===== config.mk =====
export PLATFORM = sky130hd
export DESIGN_NAME = emc_regs
export DESIGN_NICKNAME = d
export VERILOG_FILES = /design/src/emc_pkg.sv /design/src/emc_regs.sv
export SDC_FILE = /design/constraint.sdc
export NUM_CORES = 1
export LEC_CHECK = 0
export ABC_AREA = 1
export BUFFER_PORTS_ARGS = -buffer_cell sky130_fd_sc_hd__buf_2
export CAP_MARGIN = 15
export CORE_UTILIZATION = 45
export DETAILED_ROUTE_END_ITERATION = 8
export PLACE_DENSITY = 0.66
export SLEW_MARGIN = 20
export SYNTH_ARGS = -nofsm -noshare
export SYNTH_HDL_FRONTEND = slang
export SYNTH_SLANG_ARGS = --single-unit
export TNS_END_PERCENT = 20

===== constraint.sdc =====
create_clock -name CLK_SYS_I -period 2.95 [get_ports CLK_SYS_I]
set_clock_uncertainty 0.1 [all_clocks]
set_input_delay 0.59 -clock CLK_SYS_I [delete_from_list [all_inputs] [get_ports CLK_SYS_I]]
set_output_delay 0.59 -clock CLK_SYS_I [all_outputs]
set_load 0.05 [all_outputs]

===== src/emc_pkg.sv =====
// constants and types of the memory access and control registers
package emc_pkg;

  ////////////////
  // register byte addresses, even byte of each word
  localparam logic [7:0] ADDR_NULL     = 8'h00;  // always zero
  localparam logic [7:0] ADDR_WR_TGT   = 8'h02;  // write target
  localparam logic [7:0] ADDR_WR_UPPER = 8'h04;  // write data upper half
  localparam logic [7:0] ADDR_WR_LOWER = 8'h06;  // write data lower half
  localparam logic [7:0] ADDR_WR_CTL   = 8'h08;  // write control and status
  localparam logic [7:0] ADDR_RD_TGT   = 8'h0A;  // read source
  localparam logic [7:0] ADDR_RD_CTL   = 8'h0C;  // read control and status
  localparam logic [7:0] ADDR_RD_UPPER = 8'h0E;  // read data upper half
  localparam logic [7:0] ADDR_RD_LOWER = 8'h10;  // read data lower half
  localparam logic [7:0] ADDR_ACT_CTL  = 8'h1E;  // device action control

  ////////////////
  // field positions
  localparam int BIT_XFER_START = 15;  // start strobe in transfer control
  localparam int BIT_XFER_BUSY  = 8;   // transfer in progress
  localparam int BIT_XFER_DONE  = 0;   // transfer complete
  localparam int BIT_CLR_STAT   = 10;  // clear action-done and boot-done
  localparam int BIT_CLR_WARN   = 9;   // clear read warning latches
  localparam int BIT_CLR_ERR    = 8;   // clear read error latches
  localparam int ACT_MSB        = 15;  // action field top
  localparam int ACT_LSB        = 12;  // action field bottom
  localparam int KEY_MSB        = 7;   // key field top

  ////////////////
  // reset values
  localparam logic [7:0]  RST_TGT  = 8'h00;
  localparam logic [15:0] RST_WORD = 16'h0000;
  localparam logic [31:0] RST_DATA = 32'h0000_0000;
  localparam logic [3:0]  RST_ACT  = 4'h0;

  ////////////////
  // memory target ranges
  localparam logic [7:0] NV_FIRST     = 8'h00;
  localparam logic [7:0] NV_LAST      = 8'h1F;
  localparam logic [7:0] SHADOW_FIRST = 8'h40;
  localparam logic [7:0] SHADOW_LAST  = 8'h5F;

  ////////////////
  // action codes and keys
  localparam logic [3:0] ACT_NONE      = 4'h0;
  localparam logic [3:0] ACT_MARGIN_LO = 4'h1;
  localparam logic [3:0] ACT_MARGIN_HI = 4'h2;
  localparam logic [3:0] ACT_TURNS_RST = 4'h4;
  localparam logic [3:0] ACT_RELOAD    = 4'h5;
  localparam logic [3:0] ACT_NONE_ALT  = 4'h6;
  localparam logic [3:0] ACT_HARD_RST  = 4'h7;
  localparam logic [3:0] ACT_TEST_HALL = 4'h9;
  localparam logic [3:0] ACT_TEST_LOGC = 4'hA;
  localparam logic [3:0] ACT_TEST_BOTH = 4'hB;
  localparam logic [7:0] KEY_MEMORY    = 8'hA5;
  localparam logic [7:0] KEY_TURNS     = 8'h46;
  localparam logic [7:0] KEY_TESTS     = 8'hB9;
  localparam logic [7:0] KEY_HARD_ALT  = 8'h5A;

  ////////////////
  // timing
  localparam int CLK_PERIOD_NS  = 40;
  localparam int NV_WR_TIME_MS  = 24;
  localparam int NV_RD_TIME_US  = 2;
  localparam int NV_WR_CYCLES   = (NV_WR_TIME_MS * 1000000 + CLK_PERIOD_NS - 1) / CLK_PERIOD_NS;
  localparam int NV_RD_CYCLES   = (NV_RD_TIME_US * 1000 + CLK_PERIOD_NS - 1) / CLK_PERIOD_NS;
  localparam int TMR_W          = 20;  // timer width
  localparam logic [TMR_W-1:0] TMR_ZERO = 20'h00000;

  ////////////////
  // carrier types
  typedef struct packed {
    logic        wr_req;  // one-cycle write request
    logic [7:0]  wr_tgt;  // write target
    logic [31:0] wr_data; // write word
    logic        rd_req;  // one-cycle read request
    logic [7:0]  rd_tgt;  // read source
  } emc_mem_req_t;

  typedef struct packed {
    logic       start;    // one-cycle action start
    logic [3:0] code;     // selected action
  } emc_act_req_t;

  typedef enum logic [1:0] {
    XF_IDLE = 2'b01,
    XF_BUSY = 2'b10
  } emc_xfer_state_t;

endpackage : emc_pkg


===== src/emc_regs.sv =====
// extended memory access and device action control register bank
//
// Operation
// registers addressed by even byte address
// null register at 0x00 reads zero
// write target byte, upper byte zero
// write data upper half read/write
// write data lower half read/write
// write start sets busy, clears done
// write busy reads one during write
// write done set on completion
// read source byte, upper byte zero
// read start sets busy, clears done
// read busy reads one during read
// read done set on completion, cleared on start
// fetched word returned as two halves
// four-bit action field selects action
// action starts only with matching key
// memory actions refused while locked
// action field clears on completion except margin
// clear bit clears action-done and boot-done
// warn clear bit pulses, reads zero
// error clear bit pulses, reads zero
// key field write-only, reads zero
// shadow transfers behave like nonvolatile ones but with no hold time
// action-done cleared on start, set on completion
// wrong key leaves state unchanged; the code still loads the action field from the written word when idle
// host waits for busy clear
`timescale 1ns/10ps
`default_nettype none

module emc_regs #(
  parameter int NV_WR_CYC = emc_pkg::NV_WR_CYCLES,  // nonvolatile write hold time
  parameter int NV_RD_CYC = emc_pkg::NV_RD_CYCLES   // nonvolatile read hold time
) (
  // clock and reset
  input  wire logic                  CLK_SYS_I,
  input  wire logic                  RST_B_I,
  // register port from the serial interface
  input  wire logic [7:0]            REG_ADDR_I,
  input  wire logic [15:0]           REG_WDATA_I,
  input  wire logic                  REG_WR_I,
  input  wire logic                  REG_RD_I,
  output logic      [15:0]           REG_RDATA_O,
  output logic                       REG_RVALID_O,
  // memory port
  output emc_pkg::emc_mem_req_t      MEM_REQ_O,
  input  wire logic                  MEM_WR_ACK_I,
  input  wire logic                  MEM_RD_ACK_I,
  input  wire logic [31:0]           MEM_RDATA_I,
  // action port
  output emc_pkg::emc_act_req_t      ACT_REQ_O,
  input  wire logic                  ACT_DONE_I,
  input  wire logic                  UNLOCKED_I,
  // status latches
  input  wire logic                  BOOT_DONE_I,
  output logic                       STA_ACT_DONE_O,
  output logic                       STA_BOOT_DONE_O,
  output logic                       WARN_CLR_O,
  output logic                       ERR_CLR_O
);

  ////////////////
  // helpers
  // nonvolatile target, long hold
  function automatic logic is_nv(input logic [7:0] tgt);
    is_nv = (tgt >= emc_pkg::NV_FIRST) && (tgt <= emc_pkg::NV_LAST);
  endfunction

  // true when the key matches the action
  function automatic logic key_ok(input logic [3:0] act, input logic [7:0] key);
    case (act)
      emc_pkg::ACT_MARGIN_LO, emc_pkg::ACT_MARGIN_HI, emc_pkg::ACT_RELOAD: begin
        key_ok = (key == emc_pkg::KEY_MEMORY);
      end
      emc_pkg::ACT_HARD_RST: begin
        key_ok = (key == emc_pkg::KEY_MEMORY) || (key == emc_pkg::KEY_HARD_ALT);
      end
      emc_pkg::ACT_TURNS_RST: begin
        key_ok = (key == emc_pkg::KEY_TURNS);
      end
      emc_pkg::ACT_TEST_HALL, emc_pkg::ACT_TEST_LOGC, emc_pkg::ACT_TEST_BOTH: begin
        key_ok = (key == emc_pkg::KEY_TESTS);
      end
      default: begin
        key_ok = 1'b0;  // no action, nothing to start
      end
    endcase
  endfunction

  // actions refused while locked
  function automatic logic needs_unlock(input logic [3:0] act);
    needs_unlock = (act == emc_pkg::ACT_MARGIN_LO) || (act == emc_pkg::ACT_MARGIN_HI) ||
                   (act == emc_pkg::ACT_RELOAD) || (act == emc_pkg::ACT_HARD_RST);
  endfunction

  // hold time for a target
  function automatic logic [emc_pkg::TMR_W-1:0] hold_cycles(input logic [7:0] tgt,
                                                            input int       nv_cyc);
    hold_cycles = is_nv(tgt) ? emc_pkg::TMR_W'(nv_cyc) : emc_pkg::TMR_ZERO;
  endfunction

  ////////////////
  // state
  logic [7:0]                     wr_tgt_q,   wr_tgt_d;    // write target
  logic [15:0]                    wr_hi_q,    wr_hi_d;     // write upper half
  logic [15:0]                    wr_lo_q,    wr_lo_d;     // write lower half
  emc_pkg::emc_xfer_state_t       wst_q,      wst_d;       // write engine
  logic                           wr_done_q,  wr_done_d;   // write done flag
  logic                           wr_ack_q,   wr_ack_d;    // memory took write
  logic [emc_pkg::TMR_W-1:0]      wr_tmr_q,   wr_tmr_d;    // write hold timer
  logic [7:0]                     rd_tgt_q,   rd_tgt_d;    // read source
  emc_pkg::emc_xfer_state_t       rst_q,      rst_d;       // read engine
  logic                           rd_done_q,  rd_done_d;   // read done flag
  logic                           rd_ack_q,   rd_ack_d;    // memory returned data
  logic [emc_pkg::TMR_W-1:0]      rd_tmr_q,   rd_tmr_d;    // read hold timer
  logic [31:0]                    rd_data_q,  rd_data_d;   // fetched word
  logic [3:0]                     act_q,      act_d;       // selected action
  logic                           act_busy_q, act_busy_d;  // action running
  logic                           sdn_q,      sdn_d;       // action done flag
  logic                           bdn_q,      bdn_d;       // boot done flag
  emc_pkg::emc_mem_req_t          mem_q,      mem_d;       // memory request
  emc_pkg::emc_act_req_t          areq_q,     areq_d;      // action request
  logic                           wclr_q,     wclr_d;      // warn clear pulse
  logic                           eclr_q,     eclr_d;      // error clear pulse
  logic [15:0]                    rdata_q,    rdata_d;     // read data out
  logic                           rvld_q;                  // read data valid

  ////////////////
  // address decode, low address bit ignored
  wire logic [7:0] word_addr = {REG_ADDR_I[7:1], 1'b0};
  wire logic sel_wtgt  = (word_addr == emc_pkg::ADDR_WR_TGT);
  wire logic sel_whi   = (word_addr == emc_pkg::ADDR_WR_UPPER);
  wire logic sel_wlo   = (word_addr == emc_pkg::ADDR_WR_LOWER);
  wire logic sel_wctl  = (word_addr == emc_pkg::ADDR_WR_CTL);
  wire logic sel_rtgt  = (word_addr == emc_pkg::ADDR_RD_TGT);
  wire logic sel_rctl  = (word_addr == emc_pkg::ADDR_RD_CTL);
  wire logic sel_rhi   = (word_addr == emc_pkg::ADDR_RD_UPPER);
  wire logic sel_rlo   = (word_addr == emc_pkg::ADDR_RD_LOWER);
  wire logic sel_actl  = (word_addr == emc_pkg::ADDR_ACT_CTL);

  // write strobes per register
  wire logic wr_start  = REG_WR_I && sel_wctl && REG_WDATA_I[emc_pkg::BIT_XFER_START];
  wire logic rd_start  = REG_WR_I && sel_rctl && REG_WDATA_I[emc_pkg::BIT_XFER_START];
  wire logic ctl_wr    = REG_WR_I && sel_actl;
  wire logic [3:0] new_act = REG_WDATA_I[emc_pkg::ACT_MSB:emc_pkg::ACT_LSB];
  wire logic [7:0] key     = REG_WDATA_I[emc_pkg::KEY_MSB:0];
  // key write fires the armed action
  wire logic act_fire  = ctl_wr && !act_busy_q && key_ok(act_q, key) &&
                         (!needs_unlock(act_q) || UNLOCKED_I);
  wire logic is_margin = (act_q == emc_pkg::ACT_MARGIN_LO) ||
                         (act_q == emc_pkg::ACT_MARGIN_HI);
  wire logic act_end   = act_busy_q && ACT_DONE_I;
  // done: ack seen and hold spent
  wire logic wr_fin = (wst_q == emc_pkg::XF_BUSY) && (wr_ack_q || MEM_WR_ACK_I) &&
                      (wr_tmr_q == emc_pkg::TMR_ZERO);
  wire logic rd_fin = (rst_q == emc_pkg::XF_BUSY) && (rd_ack_q || MEM_RD_ACK_I) &&
                      (rd_tmr_q == emc_pkg::TMR_ZERO);

  ////////////////
  // register stores
  assign wr_tgt_d = (REG_WR_I && sel_wtgt) ? REG_WDATA_I[7:0] : wr_tgt_q;
  assign wr_hi_d  = (REG_WR_I && sel_whi)  ? REG_WDATA_I : wr_hi_q;
  assign wr_lo_d  = (REG_WR_I && sel_wlo)  ? REG_WDATA_I : wr_lo_q;
  assign rd_tgt_d = (REG_WR_I && sel_rtgt) ? REG_WDATA_I[7:0] : rd_tgt_q;

  ////////////////
  // write engine
  always_comb begin
    wst_d     = wst_q;
    wr_done_d = wr_done_q;
    wr_ack_d  = wr_ack_q;
    wr_tmr_d  = wr_tmr_q;
    case (wst_q)
      emc_pkg::XF_IDLE: begin
        if (wr_start) begin
          wst_d     = emc_pkg::XF_BUSY;
          wr_done_d = 1'b0;
          wr_ack_d  = 1'b0;
          wr_tmr_d  = hold_cycles(wr_tgt_q, NV_WR_CYC);
        end
      end
      emc_pkg::XF_BUSY: begin
        if (MEM_WR_ACK_I) begin
          wr_ack_d = 1'b1;
        end
        if (wr_tmr_q != emc_pkg::TMR_ZERO) begin
          wr_tmr_d = wr_tmr_q - 1'b1;
        end
        if (wr_fin) begin
          wst_d     = emc_pkg::XF_IDLE;
          wr_done_d = 1'b1;
        end
      end
      default: begin
        wst_d = emc_pkg::XF_IDLE;
      end
    endcase
  end

  ////////////////
  // read engine
  always_comb begin
    rst_d     = rst_q;
    rd_done_d = rd_done_q;
    rd_ack_d  = rd_ack_q;
    rd_tmr_d  = rd_tmr_q;
    rd_data_d = rd_data_q;
    case (rst_q)
      emc_pkg::XF_IDLE: begin
        if (rd_start) begin
          rst_d     = emc_pkg::XF_BUSY;
          rd_done_d = 1'b0;
          rd_ack_d  = 1'b0;
          rd_tmr_d  = hold_cycles(rd_tgt_q, NV_RD_CYC);
        end
      end
      emc_pkg::XF_BUSY: begin
        if (MEM_RD_ACK_I) begin
          rd_ack_d  = 1'b1;
          rd_data_d = MEM_RDATA_I;
        end
        if (rd_tmr_q != emc_pkg::TMR_ZERO) begin
          rd_tmr_d = rd_tmr_q - 1'b1;
        end
        if (rd_fin) begin
          rst_d     = emc_pkg::XF_IDLE;
          rd_done_d = 1'b1;
        end
      end
      default: begin
        rst_d = emc_pkg::XF_IDLE;
      end
    endcase
  end

  ////////////////
  // memory request strobes
  always_comb begin
    mem_d         = mem_q;
    mem_d.wr_req  = wr_start && (wst_q == emc_pkg::XF_IDLE);
    mem_d.rd_req  = rd_start && (rst_q == emc_pkg::XF_IDLE);
    if (mem_d.wr_req) begin
      mem_d.wr_tgt  = wr_tgt_q;
      mem_d.wr_data = {wr_hi_q, wr_lo_q};
    end
    if (mem_d.rd_req) begin
      mem_d.rd_tgt = rd_tgt_q;
    end
  end

  ////////////////
  // action control
  always_comb begin
    act_d      = act_q;
    act_busy_d = act_busy_q;
    areq_d     = '{start: 1'b0, code: act_q};
    if (ctl_wr && !act_busy_q) begin
      act_d = new_act;
    end
    if (act_fire) begin
      act_d       = act_q;  // key write keeps the armed action
      act_busy_d  = 1'b1;
      areq_d      = '{start: 1'b1, code: act_q};
    end
    if (act_end) begin
      act_busy_d = 1'b0;
      if (!is_margin) begin
        act_d = emc_pkg::ACT_NONE;
      end
    end
  end

  // status flags, set beats clear
  always_comb begin
    sdn_d = sdn_q;
    bdn_d = bdn_q;
    if (ctl_wr && REG_WDATA_I[emc_pkg::BIT_CLR_STAT]) begin
      sdn_d = 1'b0;
      bdn_d = 1'b0;
    end
    if (act_fire) begin
      sdn_d = 1'b0;
    end
    if (act_end) begin
      sdn_d = 1'b1;
    end
    if (BOOT_DONE_I) begin
      bdn_d = 1'b1;
    end
  end

  assign wclr_d = ctl_wr && REG_WDATA_I[emc_pkg::BIT_CLR_WARN];
  assign eclr_d = ctl_wr && REG_WDATA_I[emc_pkg::BIT_CLR_ERR];

  ////////////////
  // read mux, write-only bits read zero
  always_comb begin
    rdata_d = emc_pkg::RST_WORD;
    if (sel_wtgt) begin
      rdata_d = {8'h00, wr_tgt_q};
    end else if (sel_whi) begin
      rdata_d = wr_hi_q;
    end else if (sel_wlo) begin
      rdata_d = wr_lo_q;
    end else if (sel_wctl) begin
      rdata_d[emc_pkg::BIT_XFER_BUSY] = (wst_q == emc_pkg::XF_BUSY);
      rdata_d[emc_pkg::BIT_XFER_DONE] = wr_done_q;
    end else if (sel_rtgt) begin
      rdata_d = {8'h00, rd_tgt_q};
    end else if (sel_rctl) begin
      rdata_d[emc_pkg::BIT_XFER_BUSY] = (rst_q == emc_pkg::XF_BUSY);
      rdata_d[emc_pkg::BIT_XFER_DONE] = rd_done_q;
    end else if (sel_rhi) begin
      rdata_d = rd_data_q[31:16];
    end else if (sel_rlo) begin
      rdata_d = rd_data_q[15:0];
    end else if (sel_actl) begin
      rdata_d[emc_pkg::ACT_MSB:emc_pkg::ACT_LSB] = act_q;
    end
  end

  ////////////////
  // flip-flops, synchronous active-low reset
  always_ff @(posedge CLK_SYS_I) begin
    if (!RST_B_I) begin
      wr_tgt_q   <= emc_pkg::RST_TGT;
      wr_hi_q    <= emc_pkg::RST_WORD;
      wr_lo_q    <= emc_pkg::RST_WORD;
      wst_q      <= emc_pkg::XF_IDLE;
      wr_done_q  <= 1'b0;
      wr_ack_q   <= 1'b0;
      wr_tmr_q   <= emc_pkg::TMR_ZERO;
      rd_tgt_q   <= emc_pkg::RST_TGT;
      rst_q      <= emc_pkg::XF_IDLE;
      rd_done_q  <= 1'b0;
      rd_ack_q   <= 1'b0;
      rd_tmr_q   <= emc_pkg::TMR_ZERO;
      rd_data_q  <= emc_pkg::RST_DATA;
    end else begin
      wr_tgt_q   <= wr_tgt_d;
      wr_hi_q    <= wr_hi_d;
      wr_lo_q    <= wr_lo_d;
      wst_q      <= wst_d;
      wr_done_q  <= wr_done_d;
      wr_ack_q   <= wr_ack_d;
      wr_tmr_q   <= wr_tmr_d;
      rd_tgt_q   <= rd_tgt_d;
      rst_q      <= rst_d;
      rd_done_q  <= rd_done_d;
      rd_ack_q   <= rd_ack_d;
      rd_tmr_q   <= rd_tmr_d;
      rd_data_q  <= rd_data_d;
    end
  end

  // action, status and output flip-flops
  always_ff @(posedge CLK_SYS_I) begin
    if (!RST_B_I) begin
      act_q      <= emc_pkg::RST_ACT;
      act_busy_q <= 1'b0;
      sdn_q      <= 1'b0;
      bdn_q      <= 1'b0;
      mem_q      <= '0;
      areq_q     <= '0;
      wclr_q     <= 1'b0;
      eclr_q     <= 1'b0;
      rdata_q    <= emc_pkg::RST_WORD;
      rvld_q     <= 1'b0;
    end else begin
      act_q      <= act_d;
      act_busy_q <= act_busy_d;
      sdn_q      <= sdn_d;
      bdn_q      <= bdn_d;
      mem_q      <= mem_d;
      areq_q     <= areq_d;
      wclr_q     <= wclr_d;
      eclr_q     <= eclr_d;
      rdata_q    <= REG_RD_I ? rdata_d : rdata_q;
      rvld_q     <= REG_RD_I;
    end
  end

  ////////////////
  // outputs
  assign REG_RDATA_O     = rdata_q;
  assign REG_RVALID_O    = rvld_q;
  assign MEM_REQ_O       = mem_q;
  assign ACT_REQ_O       = areq_q;
  assign STA_ACT_DONE_O  = sdn_q;
  assign STA_BOOT_DONE_O = bdn_q;
  assign WARN_CLR_O      = wclr_q;
  assign ERR_CLR_O       = eclr_q;

endmodule  // emc_regs

`default_nettype wire


==> results of run 1 <==
## cell usage after synthesis (all sizes together)
cell type and n:
a31oi 3, xnor2 2, nand4 10, nor2 132, a211oi 2, o22ai 1
nor4 1, a32o 1, o211ai 2, o2111ai 5, nor3 22, clkbuf 32
a21boi 1, dfxtp 209, ha 2, a21oi 164, inv 142, nand3 54
buf 24, xor2 13, o21ai 151, nand2 247, a22o 8, o221ai 6
clkinv 2
## metrics by stage
stage	setup WS (ns)	hold slack (ns)	total power [W]	instances	utilization
global placement	0.353	0.334	0.00313	1597	0.507
CTS	0.776	0.180	0.00617	1639	0.549
finish	0.766	0.189	0.00614	1640	0.549
detailed placement	0.284	0.339	0.00313	1597	0.507
floorplan	1.02	0.325	0.00303	1236	-
global route	0.450	0.205	0.00634	1639	0.549
## worst max-delay path, stage by stage (launching register included)
cell and delay [ns]:
dfxtp_1 0.29, inv_1 0.06, nand2_1 0.33, inv_1 0.44
nand3_1 0.11, nor3_1 0.17, nand4_1 0.12, nor2_1 0.19
nor2_1 0.06, o21ai_1 0.16, inv_1 0.05
## kinds of logic after synthesis
logic type      after synthesis  share of synthesized area
compound gates              344                      0.209
xor+xnor                     15                     0.0144
fa+ha+maj                     2                    0.00275
buf+inv                     200                     0.0902
flops                       209                      0.460
simple gates                466                      0.223
## path summary, 6_finish.rpt
| path | to | slack, ns |
|---|---|---|
| max | rst_q[1] | 0.77 |
| min | STA_BOOT_DONE_O | 0.19 |
| max reg2reg | rst_q[1] | 0.77 |
| min reg2reg | MEM_REQ_O[31] | 0.35 |
## registers in the layout, summed over array words and instances, names as in the netlist, 4 cells and up
| register | count |
|---|---|
| ACT_REQ_O | 5 |
| MEM_REQ_O | 50 |
| REG_RDATA_O | 16 |
| act_q | 4 |
| rd_data_q | 32 |
| rd_tgt_q | 8 |
| rd_tmr_q | 20 |
| wr_hi_q | 16 |
| wr_lo_q | 16 |
| wr_tgt_q | 8 |
| wr_tmr_q | 20 |
## placed cells by master, fill, tap and decap left out, types with 8 or more instances in the layout
| master | instances |
|---|---|
| o21ai_0 | 104 |
| nand4_1 | 8 |
| a21oi_1 | 162 |
| clkbuf_16 | 23 |
| o21ai_1 | 28 |
| nand2_2 | 10 |
| inv_2 | 9 |
| a22o_1 | 8 |
| buf_2 | 139 |
| nand3_1 | 49 |
| clkbuf_8 | 9 |
| nor2_1 | 120 |
| nor2_2 | 8 |
| buf_4 | 12 |
| nor3_1 | 19 |
| o21ai_2 | 19 |
| inv_1 | 133 |
| xor2_1 | 13 |
| dfxtp_1 | 209 |
| nand2_1 | 236 |
## per-layer routing
metal	part of all wire	global-route usage	wire length [µm]
met1	0.45	0.351	11600
met2	0.44	0.386	11400
met3	0.079	0.0377	2020
met4	0.024	0.0781	613
met5	0	0	0
## power by group through the flow
stage                     combinational, W  sequential (W)  clock [W]
after global routing              0.000264         0.00283    0.00324
after detailed placement          0.000238         0.00290          0
after floorplan                   0.000121         0.00291          0
after CTS                         0.000239         0.00283    0.00310
final                             0.000241         0.00283    0.00307
after global placement            0.000237         0.00290          0
## layout make-up
class / instances / area, µm²
fillers: 1960 / 8870
well taps: 265 / 332
repair buffers: 152 / 806
flip-flops and latches: 209 / 4180
diodes: 1 / 2.50
clock inverters: 7 / 114
multi-input cells: 827 / 4090
clock buffers: 35 / 711
inverters: 144 / 542
==> results.yml, run 1 <==
sta:
  setup_viol: 0
  final.min_clock_period_ns: 2.18
  rsz0062_at_grt: "no"
  hold_viol: 0
  fin_crit_sh: 0.740
  drv_slew: 0
  max_slew.worst_pin.slew_ns: 0.833
  max-slew-margin-rel: 0.444
  tns_ns: 0
  fmax_mhz: 458
outcome:
  status: "completed"
clocking:
  clock-sinks: 209
  numCtsBuffers: 23
  clkTransAtPathRegs_ns: 0.06
  post_cts_buffers: 0
  cts_max_level: 1
  clk_latency_ns: 0.51
  cts_resized: 0
  root_buffer: "clkbuf_16"
  cts_tree: "built"
  postCtsHoldBufs: 0
  clockBufferDepth: 3
setup_path:
  required_ns: 3.25
  cp_max_fo: 15
  r2r_cells: 10
  end_kind: "register"
  critPathLaunch: "rst_q[0]"
  crit_type: "register to register"
  start_kind: "register"
  r2r_start: "rst_q[0]"
  crit_arrival_ns: 2.48
placement:
  gp_congestion: 0.937
  placed_area_um2: 9960
  dp_hpwl_um: 18900
  portBuffers: 139
synth:
  synth_seq_cells: 209
  postSynthAreaPerCell_um2: 7.36
  ys_seq_area_frac: 0.460
  yosys_warnings: 0
  synth_area_um2: 9100
  synth.net_count: 1303
  synth.area.top_cells: "dfxtp_1 46%, nand2_1 9.7%, a21oi_1 8.9%"
  yosysTopAreaCell: "dfxtp_1"
  synthCells: 1236
  yosysTopAreaCellShare: 0.460
  synth_cell_types: 43
pwr:
  pwr-share-clk: 0.499
  p_per_area_nw_per_um2: 570
  switching_share: 0.216
  cellLeakagePower_nw: 4.70
  internal_power_w: 0.00482
  seq_power_share: 0.461
  power.switching_w: 0.00133
  ir_worst_vdd_v: 0.000439
  power_frac_comb: 0.039
drt:
  ant_nets: 0
  first_iter_violations: 563
  via_count: 8384
  dr.pass1.iters: 5
  wl_per_cell_um: 15.6
  routed_wl_um: 25600
  viasPerCell: 5.11
  drc: 0
die:
  coreArea_um2: 19700
  die_h_um: 144
  dieArea_um2: 20800
  ios: 141
  die_w_um: 144
  start_util: 0.463
  placementRows: 51
global_routing:
  grt_pass1_wl_um: 40000
  grt_max_degree: 84
  grt_pass1_vias: 7489
  track_usage: 0.248
  gr-total-overflow: 0
  antenna_found_initial: 0
final_layout:
  drive_above_1_share: 0.186
  final_area_um2: 10800
  syn_to_final_growth_pct: 18.5
  nNetsFinal: 1424
worst_hold_path:
  hold_path.class: "input port to register"
  worstHoldPathCells: 3
  min-delay-start: "BOOT_DONE_I"
job:
  maxCapViolCount: 0
Power figures use the tool's default switching activity.
==> run 2: changes to the inputs <==
--- a/config.mk
+++ b/config.mk
@@ -10,7 +10,7 @@
 export CAP_MARGIN = 15
 export CORE_UTILIZATION = 45
 export DETAILED_ROUTE_END_ITERATION = 8
-export PLACE_DENSITY = 0.66
+export PLACE_DENSITY = 0.68
 export SLEW_MARGIN = 20
 export SYNTH_ARGS = -nofsm -noshare
 export SYNTH_HDL_FRONTEND = slang
==> constraint.sdc (replaced) <==
create_clock -name CLK_SYS_I -period 2 [get_ports CLK_SYS_I]
set_clock_uncertainty 0.1 [all_clocks]
set_input_delay 0.4 -clock CLK_SYS_I [delete_from_list [all_inputs] [get_ports CLK_SYS_I]]
set_output_delay 0.4 -clock CLK_SYS_I [all_outputs]
set_load 0.05 [all_outputs]
==> run 2 against run 1 <==
  * Via count increased by 3.3%
  * Sequential cell count did not move
  * Largest cell class unchanged
  * Non-clock buffer count rose by 48
  * Worst hold slack got worse by 0.18 ns
  * Sequential power up 48%
  * Final area rose by 3.4%
  * Wire length up 3.0%
  * Maximum frequency up 17%
==> results.yml, run 2 (synthesis results as in run 1) <==
global_routing:
  track_usage: 0.250
  grt_pass1_vias: 7628
  gr-total-overflow: 0
  grt_max_degree: 52
  grt_pass1_wl_um: 40100
  antenna_found_initial: 0
setup_path:
  critPathLaunch: "wr_tmr_q[0]"
  crit_arrival_ns: 2.16
  start_kind: "register"
  slowest_delay_ns: 0.31
  path_cells: "inv_1 -> ha_2 -> nand3_2 -> nor2_4 -> nand2_1 -> nor2_2 -> nand3_2 -> nand2_4 -> nand2_8 -> buf_4 -> o21ai_1 -> nor2_1"
  required_ns: 2.29
  cp_max_fo: 13
  r2r_start: "wr_tmr_q[0]"
  crit_type: "register to register"
  slowest_stage: "dfxtp_1"
  end_kind: "register"
  cpMostUsedCell: "nand3_2"
final_layout:
  largest_reg_flops: 50
  nNetsFinal: 1474
  syn_to_final_growth_pct: 22.6
  final_area_um2: 11100
  diodes: 0
  final_cell_mix: "236 x nand2_1, 209 x dfxtp_1, 162 x a21oi_1"
  drive_above_1_share: 0.213
  finalNonFillerCells: 1687
  final_common_cell: "nand2_1"
  n_fill_cell: 1886
clocking:
  clock-sinks: 209
  root_buffer: "clkbuf_16"
  clockBufferDepth: 3
  cts_max_level: 1
  post_cts_buffers: 0
  cts_tree: "built"
  cts_resized: 0
  numCtsBuffers: 23
  postCtsHoldBufs: 0
  clk_latency_ns: 0.51
  clkTransAtPathRegs_ns: 0.06
placement:
  dp.cells: 1645
  gp_congestion: 0.893
  dp_hpwl_um: 19700
  placed_area_um2: 10400
  portBuffers: 139
die:
  die_w_um: 144
  dieArea_um2: 20800
  die_h_um: 144
  start_util: 0.463
  coreArea_um2: 19700
  ios: 141
  placementRows: 51
drt:
  routed_wl_um: 26400
  via_count: 8659
  ant_nets: 0
  drc: 0
  viasPerCell: 5.13
  wl_per_cell_um: 15.6
  first_iter_violations: 670
  dr.pass1.iters: 5
pwr:
  switching_share: 0.226
  cellLeakagePower_nw: 4.93
  ir_worst_vdd_v: 0.000610
  p_per_area_nw_per_um2: 776
  seq_power_share: 0.483
  power_frac_comb: 0.046
  pwr-share-clk: 0.471
  internal_power_w: 0.00670
  power.switching_w: 0.00195
sta:
  max_slew.worst_pin.slew_ns: 0.566
  setup_viol: 0
  fmax_mhz: 535
  fin_crit_sh: 0.935
  hold_viol: 0
  hold_slack_ns: 0.00899
  max-slew-margin-rel: 0.622
  drv_slew: 0
  final.min_clock_period_ns: 1.87
  rsz0062_at_grt: "no"
worst_hold_path:
  hold_path.class: "input port to register"
  min-delay-start: "BOOT_DONE_I"
job:
  maxCapViolCount: 0
outcome:
  status: "completed"
## run 2: changes by cell type in the layout (fill, tap and decap cells not counted), sizes merged, moves of 2 or more
cell / previous run / this run
clkbuf: 35 / 33
buf: 152 / 200
bufinv: 3 / 1
clkinv: 5 / 7
## run 2: area by class of cell
| type | count | area (µm²) | area share |
|---|---|---|---|
| clock buffer | 33 | 653 | 0.0586 |
| clock inverter | 7 | 63.8 | 0.00572 |
| inverter | 144 | 542 | 0.0486 |
| multi-input combinational | 829 | 4150 | 0.372 |
| sequential | 209 | 4180 | 0.375 |
| tap | 265 | 332 | 0.0297 |
| timing repair buffer | 200 | 1230 | 0.110 |
## run 2: path summary, 6_finish.rpt
check	endpoint	slack (ns)	cells past startpoint
max	wr_tmr_q[1]	0.13	12
min	STA_BOOT_DONE_O	0.009	3
max reg2reg	wr_tmr_q[1]	0.13	12
min reg2reg	rd_data_q[0]	0.35	2
## run 2: power groups by stage
stage | sequential, W | clock (W) | combinational (W)
after floorplan | 0.00429 | 0 | 0.000179
after global placement | 0.00427 | 0 | 0.000385
after detailed placement | 0.00427 | 0 | 0.000385
after CTS | 0.00418 | 0.00413 | 0.000387
after global routing | 0.00418 | 0.00430 | 0.000427
final | 0.00418 | 0.00408 | 0.000394
## run 2: metrics by stage
stage | total power [W] | util | worst slack (ns) | setup TNS (ns)
after global routing | 0.00891 | 0.567 | 0.00403 | 0
after CTS | 0.00869 | 0.565 | 0.0458 | 0
final | 0.00865 | 0.567 | 0.130 | 0
after global placement | 0.00466 | 0.528 | -0.00147 | -0.00158
after detailed placement | 0.00466 | 0.528 | -0.0356 | -0.109
after floorplan | 0.00447 | - | 0.232 | 0
## run 2: metal layers
layer / vias up / global-route usage / part of all wire
met2: 321 / 0.403 / 0.45
met1: 3873 / 0.339 / 0.44
met5: - / 0 / 0
met3: 66 / 0.0315 / 0.073
li1: 4399 / - / -
met4: 0 / 0.105 / 0.044
## run 2: worst max-delay path, delay by kind of cell, from the launching register on
family / cells / cell delay, ns
and+or+nand+nor: 8 / 0.78
DFF: 1 / 0.31
buffers and inverters: 2 / 0.24
adders and majority gates: 1 / 0.21
AOI/OAI and AO/OA: 1 / 0.12
